## src/pkg/bcq_pkg.sv

```systemverilog
// package: register map, field layout and codes of the bus cache event qualifier
//============================================================
// Functional notes
// - cache mask bits 0-2: L2 read hit S/E/M
// - cache mask bits 3-5: L3 read hit S/E/M
// - bit 8 L2 read miss, bit 9 L3
// - bit 10: writeback lookup missing L2
// - loads and ownership reads both count as reads
// - classification follows the currently reported status
// - one pulse per matching bus queue allocation
// - sector or chunk entry counts once
// - every retry counts again
// - bits 0-4 form one request-type field
// - bits 7-8 select target memory type
// - bits 13-14 select the issuing agent
// - bit 15 affects read transactions only
// - (reqtype|bit5|bit6|memtype) and agent match
package bcq_pkg;
	//============================================================
	// register map, byte addresses
	localparam int ADDR_W = 8;
	localparam logic [ADDR_W-1:0] ADDR_CACHE_MASK = 8'h00;
	localparam logic [ADDR_W-1:0] ADDR_ALLOC_MASK = 8'h04;
	localparam logic [ADDR_W-1:0] ADDR_CONTROL = 8'h08;
	localparam logic [ADDR_W-1:0] ADDR_CACHE_COUNT = 8'h0c;
	localparam logic [ADDR_W-1:0] ADDR_ALLOC_COUNT = 8'h10;
	localparam logic [ADDR_W-1:0] ADDR_EVENT_SELECT = 8'h14;
	//============================================================
	// field layout
	localparam int CMASK_W = 11;
	localparam int AMASK_W = 16;
	localparam int CM_L2_HIT = 0;
	localparam int CM_L3_HIT = 3;
	localparam int CM_L2_MISS = 8;
	localparam int CM_WB_MISS = 10;
	localparam int AM_REQ_LSB = 0;
	localparam int AM_REQ_W = 5;
	localparam int AM_ALL_READ = 5;
	localparam int AM_ALL_WRITE = 6;
	localparam int AM_MEM_UC = 7;
	localparam int AM_MEM_WC = 8;
	localparam int AM_OWN = 13;
	localparam int AM_OTHER = 14;
	localparam int AM_PREFETCH = 15;
	localparam int CTL_ENABLE = 0;
	localparam int CTL_CLEAR = 1;
	//============================================================
	// reset values and codes
	localparam logic [CMASK_W-1:0] CACHE_MASK_RST = 11'h000;
	localparam logic [AMASK_W-1:0] ALLOC_MASK_RST = 16'h0000;
	localparam logic CONTROL_EN_RST = 1'b0;
	localparam logic [AM_REQ_W-1:0] REQ_TYPE_NONE = 5'h01;
	localparam logic [2:0] MEM_TYPE_UC = 3'h0;
	localparam logic [2:0] MEM_TYPE_WC = 3'h1;
	localparam logic [2:0] CACHE_REF_SELECT = 3'h7;
	localparam logic [1:0] RESP_OKAY = 2'h0;
	localparam logic [1:0] RESP_SLVERR = 2'h2;
	typedef enum logic [1:0] {COH_SHARED = 2'b00, COH_EXCLUSIVE = 2'b01, COH_MODIFIED = 2'b10,
		COH_INVALID = 2'b11} bcq_coh_type;
	typedef enum logic [0:0] {WR_IDLE = 1'b0, WR_RESP = 1'b1} bcq_wr_state_type;
	//============================================================
	// coherence state to S/E/M select lines
	function automatic logic [2:0] bcq_coh_onehot(input bcq_coh_type s);
		case (s)
			COH_SHARED: return 3'h1;
			COH_EXCLUSIVE: return 3'h2;
			COH_MODIFIED: return 3'h4;
			default: return 3'h0;
		endcase
	endfunction : bcq_coh_onehot
	// word address compare, low two bits ignored
	function automatic logic bcq_word_is(input logic [ADDR_W-1:0] addr, input logic [ADDR_W-1:0] offs);
		return addr[ADDR_W-1:2] == offs[ADDR_W-1:2];
	endfunction : bcq_word_is
	// byte-lane merge of a write into an old value
	function automatic logic [31:0] bcq_strb_merge(input logic [31:0] old_val, input logic [31:0] new_val,
		input logic [3:0] strb);
		logic [31:0] res;
		res = old_val;
		for (int b = 0; b < 4; b++) begin
			if (strb[b]) begin
				res[8 * b +: 8] = new_val[8 * b +: 8];
			end
		end
		return res;
	endfunction : bcq_strb_merge
endpackage : bcq_pkg

```

## src/pkg/bcq_qual_if.sv

```systemverilog
// interface carrying masks and match results between the top and its qualifiers
`timescale 1ns/100ps
`default_nettype none
interface bcq_qual_if import bcq_pkg::*; ();
	logic [CMASK_W-1:0] cache_mask;
	logic [AMASK_W-1:0] alloc_mask;
	logic cache_match;
	logic alloc_match;
	modport cache_q (input cache_mask, output cache_match);
	modport alloc_q (input alloc_mask, output alloc_match);
endinterface : bcq_qual_if
`default_nettype wire

```

## src/verilog/bcq_alloc_qual.sv

```systemverilog
// bus queue allocation qualifier: one allocation against the request-type, read, write, memory-type, agent and prefetch mask fields
`timescale 1ns/100ps
`default_nettype none
module bcq_alloc_qual import bcq_pkg::*; (
	// mask in, match out
	bcq_qual_if.alloc_q qif,
	// allocation report
	input wire logic alloc_valid,
	input wire logic [AM_REQ_W-1:0] alloc_req_type,
	input wire logic alloc_read,
	input wire logic alloc_write,
	input wire logic [2:0] alloc_mem_type,
	input wire logic alloc_own_agent,
	input wire logic alloc_prefetch
);
	logic [AMASK_W-1:0] mask;
	logic [AM_REQ_W-1:0] req_field;
	logic req_match;
	logic mem_match;
	logic agent_match;
	logic read_ok;
	logic expr;
	assign mask = qif.alloc_mask;
	assign req_field = mask[AM_REQ_LSB +: AM_REQ_W];
	// one value, not five flags; zero and the default code select nothing
	assign req_match = (req_field != REQ_TYPE_NONE) && (req_field != '0) && (alloc_req_type == req_field);
	assign mem_match = (mask[AM_MEM_UC] & (alloc_mem_type == MEM_TYPE_UC)) |
		(mask[AM_MEM_WC] & (alloc_mem_type == MEM_TYPE_WC));
	assign agent_match = (mask[AM_OWN] & alloc_own_agent) | (mask[AM_OTHER] & ~alloc_own_agent);
	// prefetch filter leaves writes and other types untouched
	assign read_ok = ~alloc_read | ~alloc_prefetch | mask[AM_PREFETCH];
	assign expr = (req_match | (mask[AM_ALL_READ] & alloc_read) | (mask[AM_ALL_WRITE] & alloc_write) | mem_match) &
		agent_match;
	// sector or chunk alike, and a retry arrives as a fresh allocation
	assign qif.alloc_match = alloc_valid & expr & read_ok;
endmodule : bcq_alloc_qual
`default_nettype wire

```

## src/verilog/bcq_cache_qual.sv

```systemverilog
// cache reference qualifier: one bus unit lookup report against the cache mask
`timescale 1ns/100ps
`default_nettype none
module bcq_cache_qual import bcq_pkg::*; (
	// mask in, match out
	bcq_qual_if.cache_q qif,
	// lookup report
	input wire logic ref_valid,
	input wire logic ref_level_l3,
	input wire logic ref_load,
	input wire logic ref_read_for_ownership,
	input wire logic ref_writeback,
	input wire logic ref_hit,
	input wire bcq_coh_type ref_state
);
	logic read_type;
	logic [1:0] lvl_sel;
	logic [1:0] hit_sel;
	logic [1:0] miss_sel;
	logic [2:0] coh_sel;
	logic wb_miss;
	// loads and ownership reads are both read accesses
	assign read_type = ref_load | ref_read_for_ownership;
	assign lvl_sel = ref_level_l3 ? 2'h2 : 2'h1;
	assign coh_sel = bcq_coh_onehot(ref_state);
	// one hit and one miss term per cache level
	for (genvar lv = 0; lv < 2; lv++) begin : g_level
		assign hit_sel[lv] = lvl_sel[lv] & read_type & ref_hit &
			(|(coh_sel & qif.cache_mask[CM_L2_HIT + (CM_L3_HIT - CM_L2_HIT) * lv +: 3]));
		assign miss_sel[lv] = lvl_sel[lv] & read_type & ~ref_hit & qif.cache_mask[CM_L2_MISS + lv];
	end
	assign wb_miss = lvl_sel[0] & ref_writeback & ~ref_hit & qif.cache_mask[CM_WB_MISS];
	// no copy of the status is kept, so a late change of hit or coherence state is followed
	assign qif.cache_match = ref_valid & ((|hit_sel) | (|miss_sel) | wb_miss);
endmodule : bcq_cache_qual
`default_nettype wire

```

## src/verilog/bcq_top.sv

```systemverilog
// top of the bus cache event qualifier: register slave, qualifiers, counts and events
//
// Decided for this implementation: the register offsets and the AXI4-Lite register port.
`timescale 1ns/100ps
`default_nettype none
module bcq_top import bcq_pkg::*; #(
	parameter int COUNT_W = 32
) (
	// clock and reset
	input wire logic clk,
	input wire logic rstn,
	// axi4-lite write address
	input wire logic s_axi_awvalid,
	output logic s_axi_awready,
	input wire logic [ADDR_W-1:0] s_axi_awaddr,
	input wire logic [2:0] s_axi_awprot,
	// axi4-lite write data
	input wire logic s_axi_wvalid,
	output logic s_axi_wready,
	input wire logic [31:0] s_axi_wdata,
	input wire logic [3:0] s_axi_wstrb,
	// axi4-lite write response
	output logic s_axi_bvalid,
	input wire logic s_axi_bready,
	output logic [1:0] s_axi_bresp,
	// axi4-lite read address
	input wire logic s_axi_arvalid,
	output logic s_axi_arready,
	input wire logic [ADDR_W-1:0] s_axi_araddr,
	input wire logic [2:0] s_axi_arprot,
	// axi4-lite read data
	output logic s_axi_rvalid,
	input wire logic s_axi_rready,
	output logic [31:0] s_axi_rdata,
	output logic [1:0] s_axi_rresp,
	// cache reference report from the bus unit
	input wire logic ref_valid,
	input wire logic ref_level_l3,
	input wire logic ref_load,
	input wire logic ref_read_for_ownership,
	input wire logic ref_writeback,
	input wire logic ref_hit,
	input wire bcq_coh_type ref_state,
	// bus queue allocation report
	input wire logic alloc_valid,
	input wire logic [AM_REQ_W-1:0] alloc_req_type,
	input wire logic alloc_read,
	input wire logic alloc_write,
	input wire logic [2:0] alloc_mem_type,
	input wire logic alloc_own_agent,
	input wire logic alloc_prefetch,
	// qualified events toward the counters
	output logic cache_ref_event,
	output logic alloc_event
);
	//============================================================
	// elaboration check
	if (COUNT_W < 1 || COUNT_W > 32) begin : g_count_w_check
		$error("COUNT_W must lie in 1..32");
	end

	//============================================================
	// state
	logic [CMASK_W-1:0] cache_mask_reg;
	logic [AMASK_W-1:0] alloc_mask_reg;
	logic enable_reg;
	logic clear_reg;
	logic [COUNT_W-1:0] cache_cnt_reg;
	logic [COUNT_W-1:0] cache_cnt_next;
	logic [COUNT_W-1:0] alloc_cnt_reg;
	logic [COUNT_W-1:0] alloc_cnt_next;
	logic cache_event_reg;
	logic alloc_event_reg;
	bcq_wr_state_type wr_state_reg;
	bcq_wr_state_type wr_state_next;
	logic aw_held_reg;
	logic w_held_reg;
	logic [ADDR_W-1:0] aw_addr_reg;
	logic [31:0] w_data_reg;
	logic [3:0] w_strb_reg;
	logic [1:0] bresp_reg;
	logic rvalid_reg;
	logic [31:0] rdata_reg;
	logic [1:0] rresp_reg;

	//============================================================
	// qualifiers
	bcq_qual_if qif ();
	assign qif.cache_mask = cache_mask_reg;
	assign qif.alloc_mask = alloc_mask_reg;

	bcq_cache_qual u_cache_qual (
		.qif(qif.cache_q),
		.ref_valid(ref_valid),
		.ref_level_l3(ref_level_l3),
		.ref_load(ref_load),
		.ref_read_for_ownership(ref_read_for_ownership),
		.ref_writeback(ref_writeback),
		.ref_hit(ref_hit),
		.ref_state(ref_state)
	);

	bcq_alloc_qual u_alloc_qual (
		.qif(qif.alloc_q),
		.alloc_valid(alloc_valid),
		.alloc_req_type(alloc_req_type),
		.alloc_read(alloc_read),
		.alloc_write(alloc_write),
		.alloc_mem_type(alloc_mem_type),
		.alloc_own_agent(alloc_own_agent),
		.alloc_prefetch(alloc_prefetch)
	);

	//============================================================
	// write channel decode
	logic wr_idle;
	logic aw_fire;
	logic w_fire;
	logic wr_commit;
	logic wr_cmask;
	logic wr_amask;
	logic wr_ctl;
	logic [31:0] cmask_merged;
	logic [31:0] amask_merged;
	logic [31:0] ctl_merged;
	// address and data are caught separately, so either may come first
	assign wr_idle = (wr_state_reg == WR_IDLE);
	assign s_axi_awready = ~aw_held_reg & wr_idle;
	assign s_axi_wready = ~w_held_reg & wr_idle;
	assign aw_fire = s_axi_awvalid & s_axi_awready;
	assign w_fire = s_axi_wvalid & s_axi_wready;
	assign wr_commit = aw_held_reg & w_held_reg & wr_idle;
	assign wr_cmask = wr_commit & bcq_word_is(aw_addr_reg, ADDR_CACHE_MASK);
	assign wr_amask = wr_commit & bcq_word_is(aw_addr_reg, ADDR_ALLOC_MASK);
	assign wr_ctl = wr_commit & bcq_word_is(aw_addr_reg, ADDR_CONTROL);
	assign cmask_merged = bcq_strb_merge(32'(cache_mask_reg), w_data_reg, w_strb_reg);
	assign amask_merged = bcq_strb_merge(32'(alloc_mask_reg), w_data_reg, w_strb_reg);
	assign ctl_merged = bcq_strb_merge(32'(enable_reg), w_data_reg, w_strb_reg);

	// response state
	always_comb begin
		case (wr_state_reg)
			WR_IDLE: wr_state_next = wr_commit ? WR_RESP : WR_IDLE;
			WR_RESP: wr_state_next = s_axi_bready ? WR_IDLE : WR_RESP;
			default: wr_state_next = WR_IDLE;
		endcase
	end

	// address and data holding
	always_ff @(posedge clk or negedge rstn) begin
		if (!rstn) begin
			aw_held_reg <= 1'b0;
			w_held_reg <= 1'b0;
			aw_addr_reg <= '0;
			w_data_reg <= 32'h0000_0000;
			w_strb_reg <= 4'h0;
		end else begin
			aw_held_reg <= aw_fire | (aw_held_reg & ~wr_commit);
			w_held_reg <= w_fire | (w_held_reg & ~wr_commit);
			if (aw_fire) aw_addr_reg <= s_axi_awaddr;
			if (w_fire) w_data_reg <= s_axi_wdata;
			if (w_fire) w_strb_reg <= s_axi_wstrb;
		end
	end

	// response; writes to read-only or unmapped words answer with an error
	always_ff @(posedge clk or negedge rstn) begin
		if (!rstn) begin
			wr_state_reg <= WR_IDLE;
			bresp_reg <= RESP_OKAY;
		end else begin
			wr_state_reg <= wr_state_next;
			if (wr_commit) bresp_reg <= (wr_cmask | wr_amask | wr_ctl) ? RESP_OKAY : RESP_SLVERR;
		end
	end
	assign s_axi_bvalid = (wr_state_reg == WR_RESP);
	assign s_axi_bresp = bresp_reg;

	//============================================================
	// software registers
	always_ff @(posedge clk or negedge rstn) begin
		if (!rstn) begin
			cache_mask_reg <= CACHE_MASK_RST;
			alloc_mask_reg <= ALLOC_MASK_RST;
			enable_reg <= CONTROL_EN_RST;
			clear_reg <= 1'b0;
		end else begin
			if (wr_cmask) cache_mask_reg <= cmask_merged[CMASK_W-1:0];
			if (wr_amask) alloc_mask_reg <= amask_merged[AMASK_W-1:0];
			if (wr_ctl) enable_reg <= ctl_merged[CTL_ENABLE];
			clear_reg <= wr_ctl & ctl_merged[CTL_CLEAR]; // self-clearing pulse
		end
	end

	//============================================================
	// counts and events
	logic cache_fire;
	logic alloc_fire;
	assign cache_fire = enable_reg & qif.cache_match;
	assign alloc_fire = enable_reg & qif.alloc_match;
	// a clear colliding with an event keeps that event
	assign cache_cnt_next = clear_reg ? COUNT_W'(cache_fire) : cache_cnt_reg + COUNT_W'(cache_fire);
	assign alloc_cnt_next = clear_reg ? COUNT_W'(alloc_fire) : alloc_cnt_reg + COUNT_W'(alloc_fire);

	// events are registered so the counters see clean pulses
	always_ff @(posedge clk or negedge rstn) begin
		if (!rstn) begin
			cache_cnt_reg <= '0;
			alloc_cnt_reg <= '0;
			cache_event_reg <= 1'b0;
			alloc_event_reg <= 1'b0;
		end else begin
			cache_cnt_reg <= cache_cnt_next;
			alloc_cnt_reg <= alloc_cnt_next;
			cache_event_reg <= cache_fire;
			alloc_event_reg <= alloc_fire;
		end
	end
	assign cache_ref_event = cache_event_reg;
	assign alloc_event = alloc_event_reg;

	//============================================================
	// read channel
	logic rd_cmask;
	logic rd_amask;
	logic rd_ctl;
	logic rd_ccnt;
	logic rd_acnt;
	logic rd_sel;
	logic rd_mapped;
	logic [31:0] rd_mux;
	assign rd_cmask = bcq_word_is(s_axi_araddr, ADDR_CACHE_MASK);
	assign rd_amask = bcq_word_is(s_axi_araddr, ADDR_ALLOC_MASK);
	assign rd_ctl = bcq_word_is(s_axi_araddr, ADDR_CONTROL);
	assign rd_ccnt = bcq_word_is(s_axi_araddr, ADDR_CACHE_COUNT);
	assign rd_acnt = bcq_word_is(s_axi_araddr, ADDR_ALLOC_COUNT);
	assign rd_sel = bcq_word_is(s_axi_araddr, ADDR_EVENT_SELECT);
	assign rd_mapped = rd_cmask | rd_amask | rd_ctl | rd_ccnt | rd_acnt | rd_sel;
	// clear bit reads as zero; unmapped words read zero
	assign rd_mux = rd_cmask ? 32'(cache_mask_reg) :
		rd_amask ? 32'(alloc_mask_reg) :
		rd_ctl ? 32'(enable_reg) :
		rd_ccnt ? 32'(cache_cnt_reg) :
		rd_acnt ? 32'(alloc_cnt_reg) :
		rd_sel ? 32'(CACHE_REF_SELECT) : 32'h0000_0000;
	assign s_axi_arready = ~rvalid_reg;

	// one read in flight; data held until rready
	always_ff @(posedge clk or negedge rstn) begin
		if (!rstn) begin
			rvalid_reg <= 1'b0;
			rdata_reg <= 32'h0000_0000;
			rresp_reg <= RESP_OKAY;
		end else if (s_axi_arvalid && s_axi_arready) begin
			rvalid_reg <= 1'b1;
			rdata_reg <= rd_mux;
			rresp_reg <= rd_mapped ? RESP_OKAY : RESP_SLVERR;
		end else if (s_axi_rready) begin
			rvalid_reg <= 1'b0;
		end
	end
	assign s_axi_rvalid = rvalid_reg;
	assign s_axi_rdata = rdata_reg;
	assign s_axi_rresp = rresp_reg;

	logic agent_ok;
	logic pref_ok;
	assign agent_ok = (alloc_mask_reg[AM_OWN] & alloc_own_agent) | (alloc_mask_reg[AM_OTHER] & ~alloc_own_agent);
	assign pref_ok = ~alloc_read | ~alloc_prefetch | alloc_mask_reg[AM_PREFETCH];
endmodule : bcq_top
`default_nettype wire
```

## config.mk

```make
export PLATFORM = sky130hd
export DESIGN_NAME = bcq_top
export DESIGN_NICKNAME = d
export VERILOG_FILES = /design/src/pkg/bcq_pkg.sv /design/src/pkg/bcq_qual_if.sv /design/src/verilog/bcq_alloc_qual.sv /design/src/verilog/bcq_cache_qual.sv /design/src/verilog/bcq_top.sv
export SDC_FILE = /design/constraint.sdc
export NUM_CORES = 1
export LEC_CHECK = 0
export BUFFER_PORTS_ARGS = -buffer_cell sky130_fd_sc_hd__buf_2
export CAP_MARGIN = 20
export CORE_ASPECT_RATIO = 1.1
export CORE_MARGIN = 8
export CORE_UTILIZATION = 51
export DETAILED_ROUTE_END_ITERATION = 8
export PLACE_DENSITY_LB_ADDON = 0.3
export SLEW_MARGIN = 40
export SYNTH_ARGS = -nofsm -noshare
export SYNTH_HDL_FRONTEND = slang
export SYNTH_SLANG_ARGS = --single-unit
```

## constraint.sdc

```tcl
create_clock -name clk -period 3.01 [get_ports clk]
set_input_delay 0.4515 -clock clk [delete_from_list [all_inputs] [get_ports clk]]
set_output_delay 0.4515 -clock clk [all_outputs]
set_load 0.005 [all_outputs]
```

* After elaboration in Yosys (flattened, before gate mapping)
Index checks and enable logic that the tools add are counted.
** Word-level totals
- Register bits :: 161
** Cells by class
- Add/subtract/negate cells :: 2
- Equal/unequal tests :: 12
- Mux-type cells :: 18
- Bitwise logic cells :: 67
- Reductions and logical operators :: 18
** Operator list (count)
- 32-bit two-way mux :: 7
- 32-bit by 1-bit adder with 32-bit output :: 2
- 1-bit bitwise AND :: 37
- 1-bit OR :: 19
- 6-bit by 2-bit == test with 1-bit output, second input constant :: 3
- 6-bit by 1-bit == test with 1-bit output, second input constant :: 2
- 6-bit by 3-bit == test with 1-bit output, second input constant :: 2
- 6-bit logical NOT :: 2
- 2-bit AND reduction :: 5
- 1-bit inverter :: 9
- 3-bit case mux with 3 select lines :: 1
- 2-bit two-way mux :: 4
- 3-bit bitwise AND :: 2
- 3-bit OR reduction :: 2
- 5-bit == test :: 1
- 5-bit by 1-bit != test with 1-bit output, second input constant :: 1
- 5-bit nonzero test :: 1
- 1-bit two-way mux :: 4
- 2-bit OR reduction :: 2
- 3-bit by 1-bit == test with 1-bit output, second input constant :: 1
- 1-bit logical AND :: 3
- 3-bit logical NOT :: 1
- 3-bit two-way mux :: 1
- 2-bit by 1-bit == test with 1-bit output, second input constant :: 1
- 4 further kinds :: 4

* Depth between registers and ports, before layout
Gate-level depths: netlist (run 1).
- Depth in word-level cells :: 12
- Mapped depth :: 11
- Depth with buffers taken out :: 9

* Hierarchy
Synthesis (run 1) repeated with hierarchy kept, for this count alone.
** Second synthesis, totals
- Cell total of the unflattened synthesis :: 760
- Area, all modules :: 7644.8 um^2
** Modules (own cells, without submodules)
- bcq_top :: instances 1, cells an instance 729, area each 7429.6 um^2, seq. area each 3928.8 um^2
- bcq_alloc_qual :: instances 1, cells an instance 16, area each 117.6 um^2, seq. area each 0.0 um^2
- bcq_cache_qual :: instances 1, cells an instance 15, area each 97.6 um^2, seq. area each 0.0 um^2

* Worst setup path after synthesis (run 1)
No wires, ideal clock.
- Path kind :: input -> register
- From :: input port ref_state[0]
- To :: register cache_cnt_reg[28]
- Data arrival time :: 2.996 ns
- Setup slack :: -0.111 ns
- Cell stages on the path :: 10
- Buffers on the path :: 1
- Cells stage by stage :: mux4_2 a221oi_1 a311oi_1 ha_1 ha_1 nand4_1 or4_1 buf_2 nor4_1 mux2_2
** On the way
- Word-level cells in the longest chain between the ends :: 12
** Ends and longest elaborated chain
- from (decl) :: line bcq_top.sv:43 : input wire bcq_coh_type ref_state,
- 2-bit == test (tied with other cells) :: line bcq_pkg.sv:64 : case (s)
- 3-bit case mux with 3 select lines * :: line bcq_pkg.sv:64
- 3-bit bitwise AND :: line bcq_cache_qual.sv:29 : (|(coh_sel & qif.cache_mask[CM_L2_HIT + (CM_L3_HIT - CM_L2_HIT) * lv +: 3]));
- 3-bit OR reduction :: line bcq_cache_qual.sv:29
- 1-bit bitwise AND :: line bcq_cache_qual.sv:28 : assign hit_sel[lv] = lvl_sel[lv] & read_type & ref_hit &
- 2-bit OR reduction * :: line bcq_cache_qual.sv:34 : assign qif.cache_match = ref_valid & ((|hit_sel) | (|miss_sel) | wb_miss);
- 1-bit OR * (2 in a row) :: line bcq_cache_qual.sv:34
- 1-bit bitwise AND * :: line bcq_cache_qual.sv:34
- 1-bit bitwise AND * :: line bcq_top.sv:199 : assign cache_fire = enable_reg & qif.cache_match;
- via cache_fire :: line bcq_top.sv:197 : logic cache_fire;
- 32-bit by 1-bit adder with 32-bit output * :: line bcq_top.sv:202 : assign cache_cnt_next = clear_reg ? COUNT_W'(cache_fire) : cache_cnt_reg + COUNT_W'(cache_fire);
- 32-bit two-way mux * :: line bcq_top.sv:202
- via cache_cnt_next[28] :: line bcq_top.sv:69 : logic [COUNT_W-1:0] cache_cnt_next;
- to (signal assigned) :: line bcq_top.sv:213 : cache_cnt_reg <= cache_cnt_next;
- to (decl) :: line bcq_top.sv:68 : logic [COUNT_W-1:0] cache_cnt_reg;
Mark *: on every way through the listed nets, which the timed path passes. The rest lies on a longest branch.
A chain may end at the register's enable or synchronous reset.

* Worst setup path after layout (run 1)
- From :: register cache_mask_reg[0]
- To :: register cache_cnt_reg[28]
** On the way
- Word-level cells in the longest chain between the ends :: 10
** Ends and longest elaborated chain
- from (decl) :: line bcq_top.sv:64 : logic [CMASK_W-1:0] cache_mask_reg;
- from (signal assigned) :: line bcq_top.sv:188 : if (wr_cmask) cache_mask_reg <= cmask_merged[CMASK_W-1:0];
- 3-bit bitwise AND :: line bcq_cache_qual.sv:29
- 3-bit OR reduction :: line bcq_cache_qual.sv:29
- 1-bit bitwise AND :: line bcq_cache_qual.sv:28
- 2-bit OR reduction :: line bcq_cache_qual.sv:34
- 1-bit OR (2 in a row) :: line bcq_cache_qual.sv:34
- 1-bit bitwise AND :: line bcq_cache_qual.sv:34
- 1-bit bitwise AND :: line bcq_top.sv:199
- via cache_fire :: line bcq_top.sv:197
- 32-bit by 1-bit adder with 32-bit output :: line bcq_top.sv:202
- 32-bit two-way mux :: line bcq_top.sv:202
- via cache_cnt_next[28] :: line bcq_top.sv:69
The timed path passes the listed nets, and every way through them passes these cells.

==> results_dict.tcl, run 1 <==
set metrics [dict create \
    status "finished with violations" \
    violations "negative hold slack" \
    gp_congestion 0.882 \
    io_pins 129 \
    numCtsBuffers 17 \
    slew_violations 0 \
    synth_ff_type "dfrtp_1" \
    start_util_pct 51.6 \
    netlist_area_um2 7670 \
    yosys_warnings 0 \
    endpoint_kind "flip-flop" \
    cap_violations 0 \
    vias_per_cell 6.10 \
    postSynthAreaPerCell_um2 10.4 \
    fillerInstances 1211 \
    first_global_vias 6589 \
    relSlewSlack_pct 49.3 \
    p_switching_w 0.00157 \
    synthCells 738 \
    synthToLayoutAreaGrowth_pct 19.6 \
    final_util_pct 61.7 \
    fin_crit_sh_pct 97.0 \
    hpwl_mm 14.9 \
    max_freq_ghz 0.342 \
    critPathSlowestCell "or4_4" \
    h-tree-depth 4 \
    intPower_w 0.00429 \
    fin_nets 936 \
    ant_nets 0 \
    gr-usage-all-layers_pct 21.9 \
    clk-insertion-delay-late_ps 430 \
    vias 6440 \
    cp-start-kind "flip-flop" \
    port-buffer-count 98 \
    drc_errors 0 \
    drt_iter0_markers 561 \
    yosys.cell_types.count 53 \
    synth-seq-cells 157 \
    grt_antenna_before_repair 1 \
    grt_pass1_wl_mm 33.4 \
    root_buffer "clkbuf_16" \
    rows 47 \
    post-route-worst-setup-slack_ps 90.0 \
    finalHoldViolCount 3 \
    die_h_um 145 \
    leakagePower_nw 4.11 \
    slowest_delay_ps 550 \
    wire_per_inst_um 19.5 \
    wirelength_mm 20.5 \
    setup_viol 0 \
    grt_setup_unrepaired "yes" \
    p_total_w 0.00586 \
    die_w_um 133 \
    fin_skew_ps 8.52 \
    vdd_drop_max_v 0.000469 \
    cts_tree "done" \
    cts_sinks 157 \
    grt_max_degree 67 \
    drive_gt1_share_pct 28.3 \
    dr.pass1.iters 5 \
    worstHoldPathType "in -> async" \
    pre_cts_ws_ps -386 \
    cts_max_path_buffers 2 \
    yosysSeqAreaShare_pct 51.2 \
    core_um2 14900 \
    clock_power_share_pct 37.0 \
    synthArstFlopShare_pct 100 \
    gr-total-overflow 0 \
    clk_pin_slew_worst_paths_ps 60 \
    p_comb_share_pct 16.1 \
    power_frac_seq_pct 46.9 \
    min_period_ps 2920 \
    diodes 0 \
    tightest_slew_ps 755 \
    critPathMaxFanout 9 \
    die_area_um2 19200 \
    cp.arrival_ps 3230 \
    final_common_cell "dfrtp_1" \
    crit_chain "mux4_2, a221oi_2, a311oi_2, ha_2, ha_4, nand4_1, or4_4, buf_12, nor4_4, mux2_4" \
    synth_edf_count 0 \
    worstPathRequired_ps 3320 \
    final_cell_mix "dfrtp_1 (156), buf_2 (98), nand2_1 (60)" \
    worst-setup-path-type "reg -> reg" \
    swShare_pct 26.8 \
    powerDensity_nw_per_um2 639 \
    whs_ps -10.9 \
]
## critical path: cells and delay by family, from the launching register on
family                   cells  cell delay (ps)
AND/OR/NAND/NOR              3              960
flip-flops                   1              370
multiplexers                 2              580
AO/OA/AOI/OAI                2              330
buffers and inverters        1              150
adder cells (fa/ha/maj)      2              400
## repair_timing
action                                  4_1_cts  5_1_grt
endpoints found under the setup margin        4       17
setup buffers                                 1        3
pin swaps                                     2        4
hold buffers                                  0        0
gates resized for setup                       3       13
## synthesized netlist by cell type (6+ instances only)
cell	n	area, um2
dfrtp_1	157	3930
nand2_1	60	225
mux2_2	57	642
o21ai_0	49	245
a21oi_1	45	225
nor2_1	42	158
clkbuf_1	30	113
or4_1	27	203
o31ai_1	26	195
inv_1	22	82.6
nand3_1	22	110
a22oi_1	17	128
nand4_1	17	106
xnor2_1	16	140
nor3_1	12	60.1
xor2_1	12	105
nor4_1	11	68.8
or3_1	10	62.6
nand2b_1	9	56.3
nor2b_1	8	50.1
a222oi_1	7	70.1
and3_1	6	37.5
and4_1	6	52.6
o41ai_1	6	52.6
## per-stage QoR
stage,instance area (um2),TNS [ps],instances
after global routing,9180,-33.3,1055
after CTS,9090,0,1052
final,9180,0,1055
after global placement,8470,-1380,1019
after detailed placement,8470,-3100,1019
after floorplan,7720,-46.8,739
## cell families (layout without fill, tap and decap cells)
family	count (synthesis)	in the layout	synth area share [%]
other	1	2	0.0489
DFF	157	157	51.2
muxes	63	63	9.31
AOI/OAI and AO/OA	168	168	13.8
and+or+nand+nor	249	249	17.7
xor gates and xnor gates	28	28	3.20
buffers and inverters	68	188	4.14
adders and majority gates	4	4	0.652
## layer usage
metal	GRT usage (%)	share of wire, %
met5	0	0.058
met3	6.25	7.0
met1	25.9	41
met4	10.8	3.0
met2	36.2	49
## power groups by stage
stage / clock (W) / sequential [W] / combinational (W)
CTS: 0.00219 / 0.00275 / 0.000940
global placement: 0 / 0.00276 / 0.000869
detailed placement: 0 / 0.00278 / 0.000918
floorplan: 0 / 0.00267 / 0.000610
finish: 0.00217 / 0.00275 / 0.000945
global route: 0.00229 / 0.00279 / 0.00104
## cell type report
class | instances | area (um2) | share of cell area, %
Inverter | 22 | 82.6 | 0.900
Multi-Input combinational cell | 514 | 3530 | 38.5
Timing Repair Buffer | 134 | 790 | 8.60
Tap cell | 196 | 245 | 2.67
Sequential cell | 157 | 3930 | 42.8
Clock inverter | 9 | 111 | 1.21
Clock buffer | 23 | 488 | 5.32
## path summary, 6_finish.rpt
path / start / to / slack, ps / cells past startpoint
min: rstn / s_axi_rdata[26] / -10 / 1
max in group asynchronous: rstn / clear_reg / 2220 / 2
min reg2reg: s_axi_rdata[4] / s_axi_rdata[4] / 480 / 2
max: cache_mask_reg[0] / cache_cnt_reg[28] / 90 / 10
min in group clk: s_axi_rready / s_axi_rvalid / 200 / 2
max reg2reg: cache_mask_reg[0] / cache_cnt_reg[28] / 90 / 10
Power figures use the tool's default switching activity.
==> run 2: changes to the inputs <==
CORE_MARGIN = not set   (was 8)
==> results_dict.tcl, run 2 (synthesis results as in run 1) <==
set metrics [dict create \
    die_h_um 131 \
    max_freq_ghz 0.334 \
    wirelength_mm 19.3 \
    ant_nets 0 \
    final_common_cell "dfrtp_1" \
    r2r_setup_slack_ps 20 \
    hpwl_mm 14.1 \
    gr-usage-all-layers_pct 26.2 \
    powerDensity_nw_per_um2 635 \
    clk-insertion-delay-late_ps 430 \
    cp.arrival_ps 3350 \
    cpMostUsedCell "or4_4" \
    grt_setup_unrepaired "yes" \
    min_period_ps 2990 \
    worstReg2RegEnd "cache_cnt_reg[18]" \
    status "completed" \
    fin_nets 937 \
    wire_per_inst_um 18.3 \
    rows 46 \
    finalHoldViolCount 0 \
    die_w_um 119 \
    crit_chain "mux4_2, a221oi_2, a311oi_2, ha_2, ha_4, nand4_1, or4_4, buf_8, buf_6, or4_4, a21oi_2" \
    fin_skew_ps 8.75 \
    critPathMaxFanout 7 \
    seq_area_um2 3930 \
    leakagePower_nw 4.10 \
    grt_max_degree 72 \
    setup_viol 0 \
    die_area_um2 15500 \
    grt_pass1_wl_mm 31.5 \
    port-buffer-count 98 \
    vias_per_cell 6.00 \
    root_buffer "clkbuf_16" \
    numCtsBuffers 17 \
    io_pins 129 \
    core_um2 14600 \
    first_global_vias 6233 \
    h-tree-depth 4 \
    multiInputGateArea_um2 3530 \
    vdd_drop_max_v 0.000521 \
    dr.pass1.iters 9 \
    clk_pin_slew_worst_paths_ps 60 \
    holdBufCountCts 0 \
    critPathSlowestCell "or4_4" \
    start_util_pct 52.7 \
    drive_gt1_share_pct 28.8 \
    drt_iter0_markers 481 \
    relSlewSlack_pct 48.5 \
    cap_violations 0 \
    worstHoldPathType "in -> async" \
    worst-setup-path-type "reg -> reg" \
    reg2regPathDepth 11 \
    finalNonFillerCells 1052 \
    cts_sinks 157 \
    gr-total-overflow 0 \
    p_total_w 0.00583 \
    diodes 0 \
    fillerInstances 1141 \
    r2r-start "cache_mask_reg[3]" \
    grt_antenna_before_repair 1 \
    worst-path-buf-inv 2 \
    synthToLayoutAreaGrowth_pct 19.7 \
    cp-start-kind "flip-flop" \
    fin_crit_sh_pct 99.3 \
    placed_cells 1017 \
    drc_errors 0 \
    cts_max_path_buffers 2 \
    gp_congestion 0.934 \
    endpoint_kind "flip-flop" \
    worstPathRequired_ps 3370 \
    slowest_delay_ps 560 \
    vias 6312 \
    final_cell_mix "dfrtp_1 (156), buf_2 (97), nand2_1 (60)" \
    cts_tree "done" \
    cp_top_family "simple AND/OR/NAND/NOR gates" \
    tightest_slew_ps 767 \
    slew_violations 0 \
]
[run 2: what timing repair did]
item / 4_1_cts / 5_1_grt
setup buffers: 0 / 3
gates resized for setup: 2 / 17
pin swaps: 2 / 10
setup endpoints to repair: 8 / 16
[run 2: worst max path at each step]
stage                       from           endpoint  slack [ps]  cells after the start
2_1_floorplan       ref_state[0]  cache_cnt_reg[28]         -50                     10
3_3_place_gp        ref_state[0]  cache_cnt_reg[28]        -280                     11
3_5_place_dp        ref_state[0]  cache_cnt_reg[28]        -310                     11
4_1_cts        cache_mask_reg[3]  cache_cnt_reg[28]           9                     10
5_1_grt        cache_mask_reg[3]  cache_cnt_reg[18]        -100                     11
6_report       cache_mask_reg[3]  cache_cnt_reg[18]          20                     11
[run 2: worst register-to-register path, cell delays in order (launching register included)]
cell	delay (ps)
dfrtp_1	390
mux4_2	260
a221oi_2	70
a311oi_2	310
ha_2	260
ha_4	130
nand4_1	110
or4_4	560
buf_8	160
buf_6	130
or4_4	410
a21oi_2	140
[run 2: layer usage]
metal  global-route usage (%)  vias up  wire, um
li1                         -     2939         -
met1                     32.4     3082      8110
met2                     43.4      234      9370
met3                     5.95       57      1060
met4                     14.1        0       733
met5                        0        -         0
[run 2: power breakdown]
part	switching, W	internal, W
Clock	0.000899	0.00126
Sequential	0.000288	0.00246
Combinational	0.000414	0.000514
[run 2: area by class of cell]
| type | count | area share (%) |
|---|---|---|
| inverter | 22 | 0.899 |
| timing repair buffer | 135 | 8.82 |
| clock buffer | 18 | 4.78 |
| multi-input combinational | 514 | 38.4 |
| tap | 192 | 2.61 |
| clock inverter | 14 | 1.72 |
| sequential | 157 | 42.8 |
[run 2: through the flow]
step	setup TNS, ps	cell area, um2	util (%)	setup slack, ps	hold slack [ps]
final	0	9190	63.1	20.2	44.3
after global routing	-450	9190	63.1	-95.3	85.6
after CTS	0	9100	62.5	8.95	60.9
after detailed placement	-3390	8500	58.3	-307	467
after global placement	-2170	8500	58.3	-281	459
after floorplan	-46.8	7720	-	-46.8	156
